`src/rtl/evx_params.svh`:
```
// Constants for the exception vector 3 to 7 detection block
`ifndef EVX_PARAMS_SVH
`define EVX_PARAMS_SVH

// Vector numbers presented to the dispatcher
`define EVX_VEC_BREAKPOINT 8'h03
`define EVX_VEC_OVERFLOW 8'h04
`define EVX_VEC_RANGE 8'h05
`define EVX_VEC_INVALID_OP 8'h06
`define EVX_VEC_DEV_ABSENT 8'h07

// Immediate of the software interrupt that maps onto the breakpoint
`define EVX_BP_IMM 8'h03

// Reserved opcodes that raise no invalid-opcode fault unless a bad atomic prefix or bad operand type is present
`define EVX_OPC_QUIET_A 8'hD6
`define EVX_OPC_QUIET_B 8'hF1

// Feature word bit positions
`define EVX_FEAT_PKINT 23
`define EVX_FEAT_SIMD1 25
`define EVX_FEAT_SIMD2 26
// Counter-register feature word bit positions
`define EVX_FEATC_SIMD3 0
`define EVX_FEATC_SIMD4 9

// Reset value of the registered exception record
`define EVX_VEC_RESET 8'h00

`endif

```
`src/rtl/evx_pkg.sv`:
```
// Types shared by the exception vector 3 to 7 detection block
package evx_pkg;

  // Instruction kinds reported by the decoder at retire
  typedef enum logic [3:0] {
    EVX_K_OTHER,
    EVX_K_BREAKPOINT,
    EVX_K_INT_N,
    EVX_K_OVF_CHECK,
    EVX_K_RANGE_CHECK,
    EVX_K_FORCED_UNDEF,
    EVX_K_RESERVED,
    EVX_K_PACKED_INT,
    EVX_K_SIMD,
    EVX_K_X87,
    EVX_K_FPU_SYNC,
    EVX_K_SYS_TABLE,
    EVX_K_LEAVE_SMM
  } evx_kind_e;

  // Operating mode of the retiring instruction
  typedef enum logic [1:0] {
    EVX_M_REAL,
    EVX_M_PROT,
    EVX_M_V86,
    EVX_M_LONG
  } evx_mode_e;

  // Generation of a streaming SIMD instruction
  typedef enum logic [1:0] {
    EVX_G_1,
    EVX_G_2,
    EVX_G_3,
    EVX_G_4
  } evx_gen_e;

  // Exception class
  typedef enum logic {
    EVX_C_FAULT,
    EVX_C_TRAP
  } evx_class_e;

  // Retiring instruction as seen by the block
  typedef struct packed {
    logic valid;
    evx_kind_e kind;
    evx_gen_e gen;
    logic [7:0] opcode;
    logic [7:0] imm;
    logic lock;
    logic lockable;
    logic dest_mem;
    logic operand_bad;
    logic simd_fp_exc;
    logic em_exempt;
    logic osfx_exempt;
    logic ts_exempt;
    logic [31:0] index;
    logic [31:0] lower;
    logic [31:0] upper;
  } evx_retire_s;

  // Control and feature state
  typedef struct packed {
    evx_mode_e mode;
    logic system_mgmt_state;
    logic signed_overflow_flag;
    logic fpu_absent_flag;
    logic task_switched_flag;
    logic monitor_coprocessor_flag;
    logic os_save_support_bit;
    logic os_simd_fault_support_bit;
    logic [31:0] feature_word;
    logic [31:0] counter_reg_c;
  } evx_ctrl_s;

  // Record handed to the dispatcher
  typedef struct packed {
    logic valid;
    logic [7:0] vector;
    evx_class_e cls;
    logic err_code_valid;
    logic ptr_next;
    logic squash;
    logic via_int_n;
  } evx_exc_s;

endpackage : evx_pkg

```
`src/rtl/evx_range_chk.sv`:
```
// Signed index against lower and upper limit comparison
`timescale 1ns/10ps
module evx_range_chk
  import evx_pkg::*;
(
  input wire logic [31:0] index,
  input wire logic [31:0] lower,
  input wire logic [31:0] upper,
  output logic outside
);

  // Index outside the inclusive limits, all signed
  assign outside = ($signed(index) < $signed(lower)) ||
                   ($signed(index) > $signed(upper));

endmodule : evx_range_chk

```
`src/rtl/evx_exc_unit.sv`:
```
// Detection and classification of exception vectors 3 to 7
//
// Functional notes
// - One-byte breakpoint: vector 3 trap, next pointer
// - Software interrupt 3 also gives breakpoint
// - Breakpoint changes no register or memory
// - Overflow check with flag set: vector 4
// - Overflow trap points next, nothing changes
// - Index outside limits: vector 5 fault
// - Range fault restarts check, operands kept
// - Invalid opcode or operand type: vector 6
// - Unsupported SIMD feature bit gives invalid opcode
// - Fpu absent blocks SIMD, listed forms exempt
// - No OS save support blocks streaming SIMD
// - SIMD float fault without OS support: invalid
// - Forced undefined always invalid, points itself
// - Bad atomic prefix gives invalid opcode
// - System table instructions invalid in real/v86
// - Leaving system management outside it: invalid
// - Raised only at retire attempt
// - Opcodes D6 and F1 raise nothing without a bad atomic prefix or bad operand type
// - x87 with fpu absent: vector 7 fault
// - Fpu sync with monitor and task flags: vector 7
// - Task switched, fpu present: vector 7
// - Device-absent fault points at instruction
`timescale 1ns/10ps
`include "evx_params.svh"
module evx_exc_unit
  import evx_pkg::*;
(
  input wire logic core_clk,
  input wire logic rst,
  input wire evx_retire_s ret,
  input wire evx_ctrl_s ctrl,
  output evx_exc_s exc
);

  // Feature support for a packed-integer or streaming SIMD kind
  function automatic logic feat_ok(input evx_kind_e k, input evx_gen_e g,
                                   input logic [31:0] fw,
                                   input logic [31:0] fc);
    logic r;
    r = 1'h1;
    if (k == EVX_K_PACKED_INT)
      r = fw[`EVX_FEAT_PKINT];
    else if (k == EVX_K_SIMD)
    begin
      case (g)
        EVX_G_1: r = fw[`EVX_FEAT_SIMD1];
        EVX_G_2: r = fw[`EVX_FEAT_SIMD2];
        EVX_G_3: r = fc[`EVX_FEATC_SIMD3];
        default: r = fc[`EVX_FEATC_SIMD4];
      endcase
    end
    return r;
  endfunction : feat_ok

  // Kind decode of the retiring instruction
  wire logic is_pk;
  wire logic is_simd;
  wire logic is_x87;
  wire logic is_media;
  wire logic quiet_opc;
  wire logic outside;
  assign is_pk = ret.kind == EVX_K_PACKED_INT;
  assign is_simd = ret.kind == EVX_K_SIMD;
  assign is_x87 = ret.kind == EVX_K_X87;
  assign is_media = is_pk || is_simd;
  assign quiet_opc = (ret.opcode == `EVX_OPC_QUIET_A) ||
                     (ret.opcode == `EVX_OPC_QUIET_B);

  // Limit comparison for the range check instruction
  evx_range_chk u_evx_range_chk
  (
    .index(ret.index),
    .lower(ret.lower),
    .upper(ret.upper),
    .outside(outside)
  );

  // Invalid-opcode causes
  wire logic ud_rsvd;
  wire logic ud_feat;
  wire logic ud_em;
  wire logic ud_osfx;
  wire logic ud_simdfp;
  wire logic ud_forced;
  wire logic ud_lock;
  wire logic ud_sys;
  wire logic ud_smm;
  wire logic ud_any;
  assign ud_rsvd = (ret.kind == EVX_K_RESERVED && !quiet_opc) ||
                   ret.operand_bad;
  assign ud_feat = is_media &&
    !feat_ok(ret.kind, ret.gen, ctrl.feature_word,
             ctrl.counter_reg_c);
  assign ud_em = is_media && ctrl.fpu_absent_flag &&
                 !ret.em_exempt;
  assign ud_osfx = is_simd && !ctrl.os_save_support_bit &&
                   !ret.osfx_exempt;
  assign ud_simdfp = is_simd && ret.simd_fp_exc &&
                     !ctrl.os_simd_fault_support_bit;
  assign ud_forced = ret.kind == EVX_K_FORCED_UNDEF;
  assign ud_lock = ret.lock && (!ret.lockable || !ret.dest_mem);
  assign ud_sys = ret.kind == EVX_K_SYS_TABLE &&
                  (ctrl.mode == EVX_M_REAL ||
                   ctrl.mode == EVX_M_V86);
  assign ud_smm = ret.kind == EVX_K_LEAVE_SMM &&
                  !ctrl.system_mgmt_state;
  assign ud_any = ud_rsvd || ud_feat || ud_em || ud_osfx || ud_simdfp ||
                  ud_forced || ud_lock || ud_sys || ud_smm;

  // Device-absent causes
  wire logic nm_x87;
  wire logic nm_sync;
  wire logic nm_ts;
  wire logic nm_any;
  assign nm_x87 = is_x87 && ctrl.fpu_absent_flag;
  assign nm_sync = ret.kind == EVX_K_FPU_SYNC &&
                   ctrl.monitor_coprocessor_flag &&
                   ctrl.task_switched_flag;
  assign nm_ts = (is_x87 || is_media) && ctrl.task_switched_flag &&
                 !ctrl.fpu_absent_flag && !ret.ts_exempt;
  assign nm_any = nm_x87 || nm_sync || nm_ts;

  // Trap and range causes
  wire logic bp_byte;
  wire logic bp_intn;
  wire logic of_hit;
  wire logic br_hit;
  assign bp_byte = ret.kind == EVX_K_BREAKPOINT;
  assign bp_intn = ret.kind == EVX_K_INT_N &&
                   ret.imm == `EVX_BP_IMM;
  assign of_hit = ret.kind == EVX_K_OVF_CHECK &&
                  ctrl.signed_overflow_flag;
  assign br_hit = ret.kind == EVX_K_RANGE_CHECK && outside;

  // Selection with invalid opcode first, then device absent
  wire logic hit;
  wire logic is_trap;
  wire logic [7:0] sel_vec;
  assign hit = ret.valid &&
               (ud_any || nm_any || bp_byte || bp_intn ||
                of_hit || br_hit);
  assign sel_vec = ud_any ? `EVX_VEC_INVALID_OP :
                   nm_any ? `EVX_VEC_DEV_ABSENT :
                   br_hit ? `EVX_VEC_RANGE :
                   of_hit ? `EVX_VEC_OVERFLOW :
                   `EVX_VEC_BREAKPOINT;
  assign is_trap = !ud_any && !nm_any && !br_hit;

  // Next record; traps point past the instruction, faults at it
  evx_exc_s next_exc;
  always_comb
  begin
    next_exc.valid = hit;
    next_exc.vector = hit ? sel_vec : `EVX_VEC_RESET;
    next_exc.cls = (hit && is_trap) ? EVX_C_TRAP : EVX_C_FAULT;
    next_exc.err_code_valid = 1'h0;
    // Traps let the side-effect-free instruction complete
    next_exc.ptr_next = hit && is_trap;
    // Faults block the instruction so it restarts untouched
    next_exc.squash = hit && !is_trap;
    next_exc.via_int_n = hit && is_trap && bp_intn && !of_hit;
  end

  // Registered record to the dispatcher
  always_ff @(posedge core_clk or posedge rst)
  begin
    if (rst)
      exc <= '0;
    else
      exc <= next_exc;
  end

  // Checks against the registered record
  property p_bp;
    @(posedge core_clk) disable iff (rst)
    (ret.valid && bp_byte && !ud_any && !nm_any) |=>
      (exc.valid && exc.vector == 8'h03 && exc.cls == EVX_C_TRAP &&
       exc.ptr_next && !exc.squash);
  endproperty
  a_bp: assert property (p_bp)
    else $error("breakpoint record wrong");

  property p_intn;
    @(posedge core_clk) disable iff (rst)
    (ret.valid && ret.kind == EVX_K_INT_N && ret.imm == 8'h03 &&
     !ud_lock && !ud_rsvd) |=>
      (exc.vector == 8'h03 && exc.via_int_n);
  endproperty
  a_intn: assert property (p_intn)
    else $error("int n 3 not breakpoint");

  property p_of;
    @(posedge core_clk) disable iff (rst)
    (ret.valid && ret.kind == EVX_K_OVF_CHECK && !ud_any) |=>
      (exc.valid == $past(ctrl.signed_overflow_flag)) &&
      (!exc.valid || (exc.vector == 8'h04 && exc.ptr_next));
  endproperty
  a_of: assert property (p_of)
    else $error("overflow trap wrong");

  property p_br;
    @(posedge core_clk) disable iff (rst)
    (ret.valid && ret.kind == EVX_K_RANGE_CHECK && !ud_any &&
     ($signed(ret.index) > $signed(ret.upper))) |=>
      (exc.vector == 8'h05 && exc.cls == EVX_C_FAULT && exc.squash &&
       !exc.ptr_next);
  endproperty
  a_br: assert property (p_br)
    else $error("range fault wrong");

  property p_quiet;
    @(posedge core_clk) disable iff (rst)
    (ret.valid && ret.kind == EVX_K_RESERVED && !ret.lock &&
     !ret.operand_bad &&
     (ret.opcode == 8'hD6 || ret.opcode == 8'hF1)) |=> !exc.valid;
  endproperty
  a_quiet: assert property (p_quiet)
    else $error("quiet opcode faulted");

  property p_ud2;
    @(posedge core_clk) disable iff (rst)
    (ret.valid && ret.kind == EVX_K_FORCED_UNDEF) |=>
      (exc.vector == 8'h06 && !exc.ptr_next && !exc.err_code_valid);
  endproperty
  a_ud2: assert property (p_ud2)
    else $error("forced undefined not invalid");

  property p_retire;
    @(posedge core_clk) disable iff (rst)
    !ret.valid |=> !exc.valid;
  endproperty
  a_retire: assert property (p_retire)
    else $error("exception without retire");

  property p_sync;
    @(posedge core_clk) disable iff (rst)
    (ret.valid && ret.kind == EVX_K_FPU_SYNC && !ud_any &&
     ctrl.monitor_coprocessor_flag && ctrl.task_switched_flag) |=>
      (exc.vector == 8'h07 && exc.squash && !exc.ptr_next);
  endproperty
  a_sync: assert property (p_sync)
    else $error("fpu sync not device absent");

  property p_x87;
    @(posedge core_clk) disable iff (rst)
    (ret.valid && ret.kind == EVX_K_X87 && !ud_any &&
     ctrl.fpu_absent_flag) |=> (exc.vector == 8'h07 && exc.valid);
  endproperty
  a_x87: assert property (p_x87)
    else $error("x87 not device absent");

  property p_ts;
    @(posedge core_clk) disable iff (rst)
    (ret.valid && ret.kind == EVX_K_PACKED_INT && !ud_any &&
     ctrl.task_switched_flag && !ctrl.fpu_absent_flag &&
     !ret.ts_exempt) |=>
      (exc.vector == 8'h07);
  endproperty
  a_ts: assert property (p_ts)
    else $error("task switched not device absent");

  property p_sys;
    @(posedge core_clk) disable iff (rst)
    (ret.valid && ret.kind == EVX_K_SYS_TABLE &&
     ctrl.mode == EVX_M_V86) |=> (exc.vector == 8'h06);
  endproperty
  a_sys: assert property (p_sys)
    else $error("system table in v86 allowed");

  property p_em;
    @(posedge core_clk) disable iff (rst)
    (ret.valid && ret.kind == EVX_K_SIMD && ctrl.fpu_absent_flag &&
     !ret.em_exempt) |=> (exc.vector == 8'h06 && exc.squash);
  endproperty
  a_em: assert property (p_em)
    else $error("simd with fpu absent allowed");

  property p_rsvd;
    @(posedge core_clk) disable iff (rst)
    (ret.valid && ret.operand_bad) |=> (exc.valid && exc.vector == 8'h06);
  endproperty
  a_rsvd: assert property (p_rsvd)
    else $error("bad operand type not invalid");

  property p_feat;
    @(posedge core_clk) disable iff (rst)
    (ret.valid && ret.kind == EVX_K_PACKED_INT &&
     !ctrl.feature_word[`EVX_FEAT_PKINT]) |=> (exc.vector == 8'h06);
  endproperty
  a_feat: assert property (p_feat)
    else $error("unsupported packed integer allowed");

  property p_osfx;
    @(posedge core_clk) disable iff (rst)
    (ret.valid && ret.kind == EVX_K_SIMD && !ctrl.os_save_support_bit &&
     !ret.osfx_exempt) |=> (exc.vector == 8'h06);
  endproperty
  a_osfx: assert property (p_osfx)
    else $error("simd without os save support allowed");

  property p_simdfp;
    @(posedge core_clk) disable iff (rst)
    (ret.valid && ret.kind == EVX_K_SIMD && ret.simd_fp_exc &&
     !ctrl.os_simd_fault_support_bit) |=> (exc.vector == 8'h06);
  endproperty
  a_simdfp: assert property (p_simdfp)
    else $error("simd float fault not turned invalid");

  property p_lock;
    @(posedge core_clk) disable iff (rst)
    (ret.valid && ret.lock && !ret.dest_mem) |=> (exc.vector == 8'h06);
  endproperty
  a_lock: assert property (p_lock)
    else $error("bad atomic prefix allowed");

  property p_smm;
    @(posedge core_clk) disable iff (rst)
    (ret.valid && ret.kind == EVX_K_LEAVE_SMM && !ctrl.system_mgmt_state)
      |=> (exc.vector == 8'h06);
  endproperty
  a_smm: assert property (p_smm)
    else $error("leaving system management allowed");

  property p_br_low;
    @(posedge core_clk) disable iff (rst)
    (ret.valid && ret.kind == EVX_K_RANGE_CHECK && !ud_any &&
     ($signed(ret.index) < $signed(ret.lower))) |=>
      (exc.valid && exc.vector == 8'h05 && exc.squash &&
       !exc.ptr_next);
  endproperty
  a_br_low: assert property (p_br_low)
    else $error("range fault below limit wrong");

  property p_nm_ptr;
    @(posedge core_clk) disable iff (rst)
    (exc.valid && exc.vector == 8'h07) |->
      (exc.cls == EVX_C_FAULT && exc.squash && !exc.ptr_next);
  endproperty
  a_nm_ptr: assert property (p_nm_ptr)
    else $error("device absent record wrong");

  property p_rec;
    @(posedge core_clk) disable iff (rst)
    exc.valid |-> (exc.vector >= 8'h03 && exc.vector <= 8'h07 &&
      !exc.err_code_valid && exc.squash != exc.ptr_next);
  endproperty
  a_rec: assert property (p_rec)
    else $error("exception record malformed");

endmodule : evx_exc_unit

```
`config.mk`:
```
export PLATFORM = sky130hd
export DESIGN_NAME = evx_exc_unit
export DESIGN_NICKNAME = d
export VERILOG_FILES = /design/src/rtl/evx_pkg.sv /design/src/rtl/evx_range_chk.sv /design/src/rtl/evx_exc_unit.sv
export VERILOG_INCLUDE_DIRS = /design/src /design/src/rtl
export SDC_FILE = /design/constraint.sdc
export NUM_CORES = 1
export LEC_CHECK = 0
export ABC_AREA = 1
export BUFFER_PORTS_ARGS = -buffer_cell sky130_fd_sc_hd__buf_4
export CAP_MARGIN = 20
export CORE_ASPECT_RATIO = 1.4
export CORE_MARGIN = 3
export CORE_UTILIZATION = 37
export DETAILED_ROUTE_END_ITERATION = 16
export GPL_ROUTABILITY_DRIVEN = 0
export PLACE_DENSITY = 0.83
export SYNTH_ARGS = -nofsm -noshare
export SYNTH_HDL_FRONTEND = slang
export SYNTH_SLANG_ARGS = --single-unit
```
`constraint.sdc`:
```
create_clock -name core_clk -period 0.8 [get_ports core_clk]
set_input_delay 0.04 -clock core_clk [delete_from_list [all_inputs] [get_ports core_clk]]
set_output_delay 0.04 -clock core_clk [all_outputs]
set_load 0.02 [all_outputs]
```
## Word level (Yosys, flattened, before mapping)

Index checks and enable logic that the tools add are counted.

- Bits in registers: 8
- Input bits: 202
- Output and inout bits: 14
- Logic and storage cells: 102

- Order comparisons: 2
- Eq/ne operators: 18
- Mux-type cells: 9
- Reduce and logical (&&, ||, !) cells: 67

Operator list:

| cell | count |
|---|---|
| $gt A32 B32 Y1 | 1 |
| $lt A32 B32 Y1 | 1 |
| $logic_and A1 B1 Y1 | 27 |
| $logic_or A1 B1 Y1 | 22 |
| $eq A4 B4 Y1 const B | 5 |
| $eq A4 B3 Y1 const B | 4 |
| $eq A8 B8 Y1 const B | 2 |
| $logic_not A1 Y1 | 16 |
| $mux W3 | 5 |
| $eq A4 B2 Y1 const B | 2 |
| $eq A8 B2 Y1 const B | 1 |
| $eq A2 B2 Y1 const B | 2 |
| $eq A4 B1 Y1 const B | 1 |
| $logic_not A2 Y1 | 2 |
| $mux W1 | 3 |
| $pmux W1 S3 | 1 |
| $eq A2 B1 Y1 const B | 1 |

## Longest topological paths before layout

- Depth after elaboration: 23
- Mapped depth: 20
- Depth with buffers taken out: 20

## Hierarchy

A second synthesis with hierarchy kept.

- Cells, all modules: 398
- Area, all modules: 2429.8 µm²

Modules (own cells, without submodules):

| module | instances | cells an instance | area each (µm²) | seq. area each (µm²) |
|---|---|---|---|---|
| evx_range_chk | 1 | 269 | 1690.4 | 0.0 |
| evx_exc_unit | 1 | 129 | 739.5 | 175.2 |

## Worst setup path before layout

Ideal clock, no wire load.

- Path type: input port to flip-flop
- Start: input port ret[31] in the netlist's numbering
- End: register exc[7] in the netlist's numbering
- Setup time: 116 ps
- Arrival time: 1369 ps
- Required time: 684 ps
- Path slack: -686 ps
- Cell stages on the path: 15
- Path buffers: 0
- Path through: inv_1 > ha_1 > nand2_1 > nor2_2 > nand2_2 > nor4_4 > nand2_1 > nand2_1 > nand2_1 > nand3_1 > nand2_1 > nand2_2 > nand2_1 > nor2_1 > nor2_2

RTL lines:

| element | RTL line | text |
|---|---|---|
| from (decl) | evx_exc_unit.sv:33 | `input wire evx_retire_s ret,` |
| to (signal assigned) | evx_exc_unit.sv:173 | `exc <= next_exc;` |
| to (decl) | evx_exc_unit.sv:35 | `output evx_exc_s exc` |

==> metrics.csv <==
metric;value;unit
run_status;complete, but fails checks;
violations;negative setup slack;
min_to;exc[13];
routed_wl;7.88;mm
yosys.area.top_type_share;34.0;%
cp-end-kind;flop;
ir_worst_vdd;0.441;mV
worstSetupPathType;in -> reg;
fin_util;72.5;%
top_register;exc;
core;0.00595;sq mm
die-area;0.00726;sq mm
grt_first_pass_wirelength;11.5;mm
fp-row-count;33;
dp_slack;-955;ps
min_period_over_period;189;%
syn_avg_cell_area;6.21;sq um
die_x;72.9;um
required;910;ps
antenna_found_initial;0;
async_flop_share;100;%
hold_viol_final;0;
yosys_most_used_dff;dfrtp_1;
seq_area_frac_synth;7.56;%
rsz0062_at_grt;true;
dr.pass1.iters;4;
dpl-instance-area;0.00389;sq mm
clock-sinks;7;
dp_hpwl;6.62;mm
ys.warnings.count;0;
design_area;0.00431;sq mm
fin_ws;-711;ps
wire_per_inst;12.9;um
start_util;39.0;%
ioPinCount;216;
vias;2953;
grt_pass1_vias;2978;
area_delta_synth_final;86.2;%
cp_max_fo;4;
viasPerCell;4.83;
antenna_left;0;
nNetsFinal;808;
cts_buffers;3;
setup_violations;7;
drive_gt1_share;50.4;%
port-buffer-count;149;
fin_cells;612;
netlist_instances;373;
grt_overflow;0;
ys_ff_latch;7;
root_buffer;clkbuf_8;
finalCriticalPeriod;1510;ps
max_freq;662;MHz
grt_max_degree;8;
drt_iter0_drc;61;
hold_start;ret[126];
yosysMostFrequentCell;inv_1;
yosys.area.top_type;ha_1;
die_y;99.6;um
n_antenna_cell;0;
powerDensity;712;mW/mm^2
hold_class;in -> reg;
ctsLongestPathBuffers;2;
path_clk_slew;40;ps
max_cap_violations;0;
top_regs;exc: 7 flops;
holdPathStages;3;
finalMaxSlewViolations;0;
p_leak;2.38;nW
synth_edf_count;0;
start_kind;input port;
ys_types;26;
drc;0;
hold_ws;90.8;ps
largest_reg_flops;7;
cts_max_level;1;
dp.cells;603;
syn_area;0.00232;sq mm
track_usage;19.0;%
arrival;1620;ps
yosys-top-cells-count;inv_1 (95), nand2_1 (78), ha_1 (63);
tritoncts;yes;
yosys-top-cells-area;ha_1 (34%), inv_1 (15%), nand2_1 (13%);
layout make-up:
class,instances,area (sq um)
tap,70,87.6
inverter,96,390
fill,443,1630
clock buffer,4,45.0
timing repair buffer,167,1320
sequential,7,175
multi-input combinational,268,2300
placed cells by master (no fill, tap or decap), drive strengths merged:
cell type    synthesis  layout
a2bb2oi              1       1
dfrtp                7       7
o22ai                2       2
a21oi               32      32
o31ai                1       1
nand3               10      10
inv                 96      95
buf                  7     166
nor2                33      33
dlygate4sd3          0       1
ha                  63      63
nand2               84      84
a31o                 1       1
conb                 1       6
nand4                8       8
nand3b               1       1
clkbuf               0       4
o211ai               1       1
clkinv               0       1
nor3                 7       7
o21ai               11      11
nor4                 3       3
a211oi               1       1
o21a                 3       3
layer usage:
metal	GRT usage [%]	part of all wire, %	up-vias
li1	-	-	1518
met1	20.3	35	1309
met2	37.7	56	108
met3	3.44	7.2	18
met4	3.55	1.7	0
met5	0	0	-
worst max-delay path, cell delays in order:
cell	delay, ps
buf_8	70
clkinv_4	40
ha_4	250
buf_6	120
a21oi_2	130
o21a_1	170
nand2_2	60
a21oi_2	110
nand2_1	70
nand2_1	50
nand3_1	70
nand2_2	100
nand2_4	80
a21oi_2	190
nor2_4	50
through the flow:
stage	setup TNS [ps]	power (mW)
final	-4810	3.07
after global routing	-5710	3.35
after CTS	-4480	2.83
after detailed placement	-6580	2.27
after global placement	-6230	2.20
after floorplan	-4000	1.37
how the worst max path moves through the flow:
stage / startpoint / endpoint / cells past startpoint
final: ret[31] / exc[6] / 15
after global routing: ret[75] / exc[0] / 14
after CTS: ret[29] / exc[0] / 15
after detailed placement: ret[29] / exc[7] / 16
after global placement: ret[29] / exc[1] / 16
after floorplan: ret[29] / exc[1] / 15
kinds of logic after synthesis:
family                     after synthesis  share of synthesized area [%]
DFF                                      7                           7.56
and+or+nand+nor                        146                           27.9
buffers and inverters                  103                           17.8
adders and majority gates               63                           34.0
other                                    1                          0.162
AOI/OAI and AO/OA                       53                           12.5
where the power goes:
group          switching, mW  internal, mW
clock                  0.139         0.343
sequential           0.00984         0.381
combinational           1.02          1.18
repair_timing:
item,in CTS,in global routing
cloned,0,0
endpoints found under the setup margin,7,9
endpoints found under the hold margin,7,0
hold buffers,1,0
setup buffers,4,2
pin swaps,9,34
gates resized for setup,14,59
Note: power is estimated with default switching activity, not from simulation.
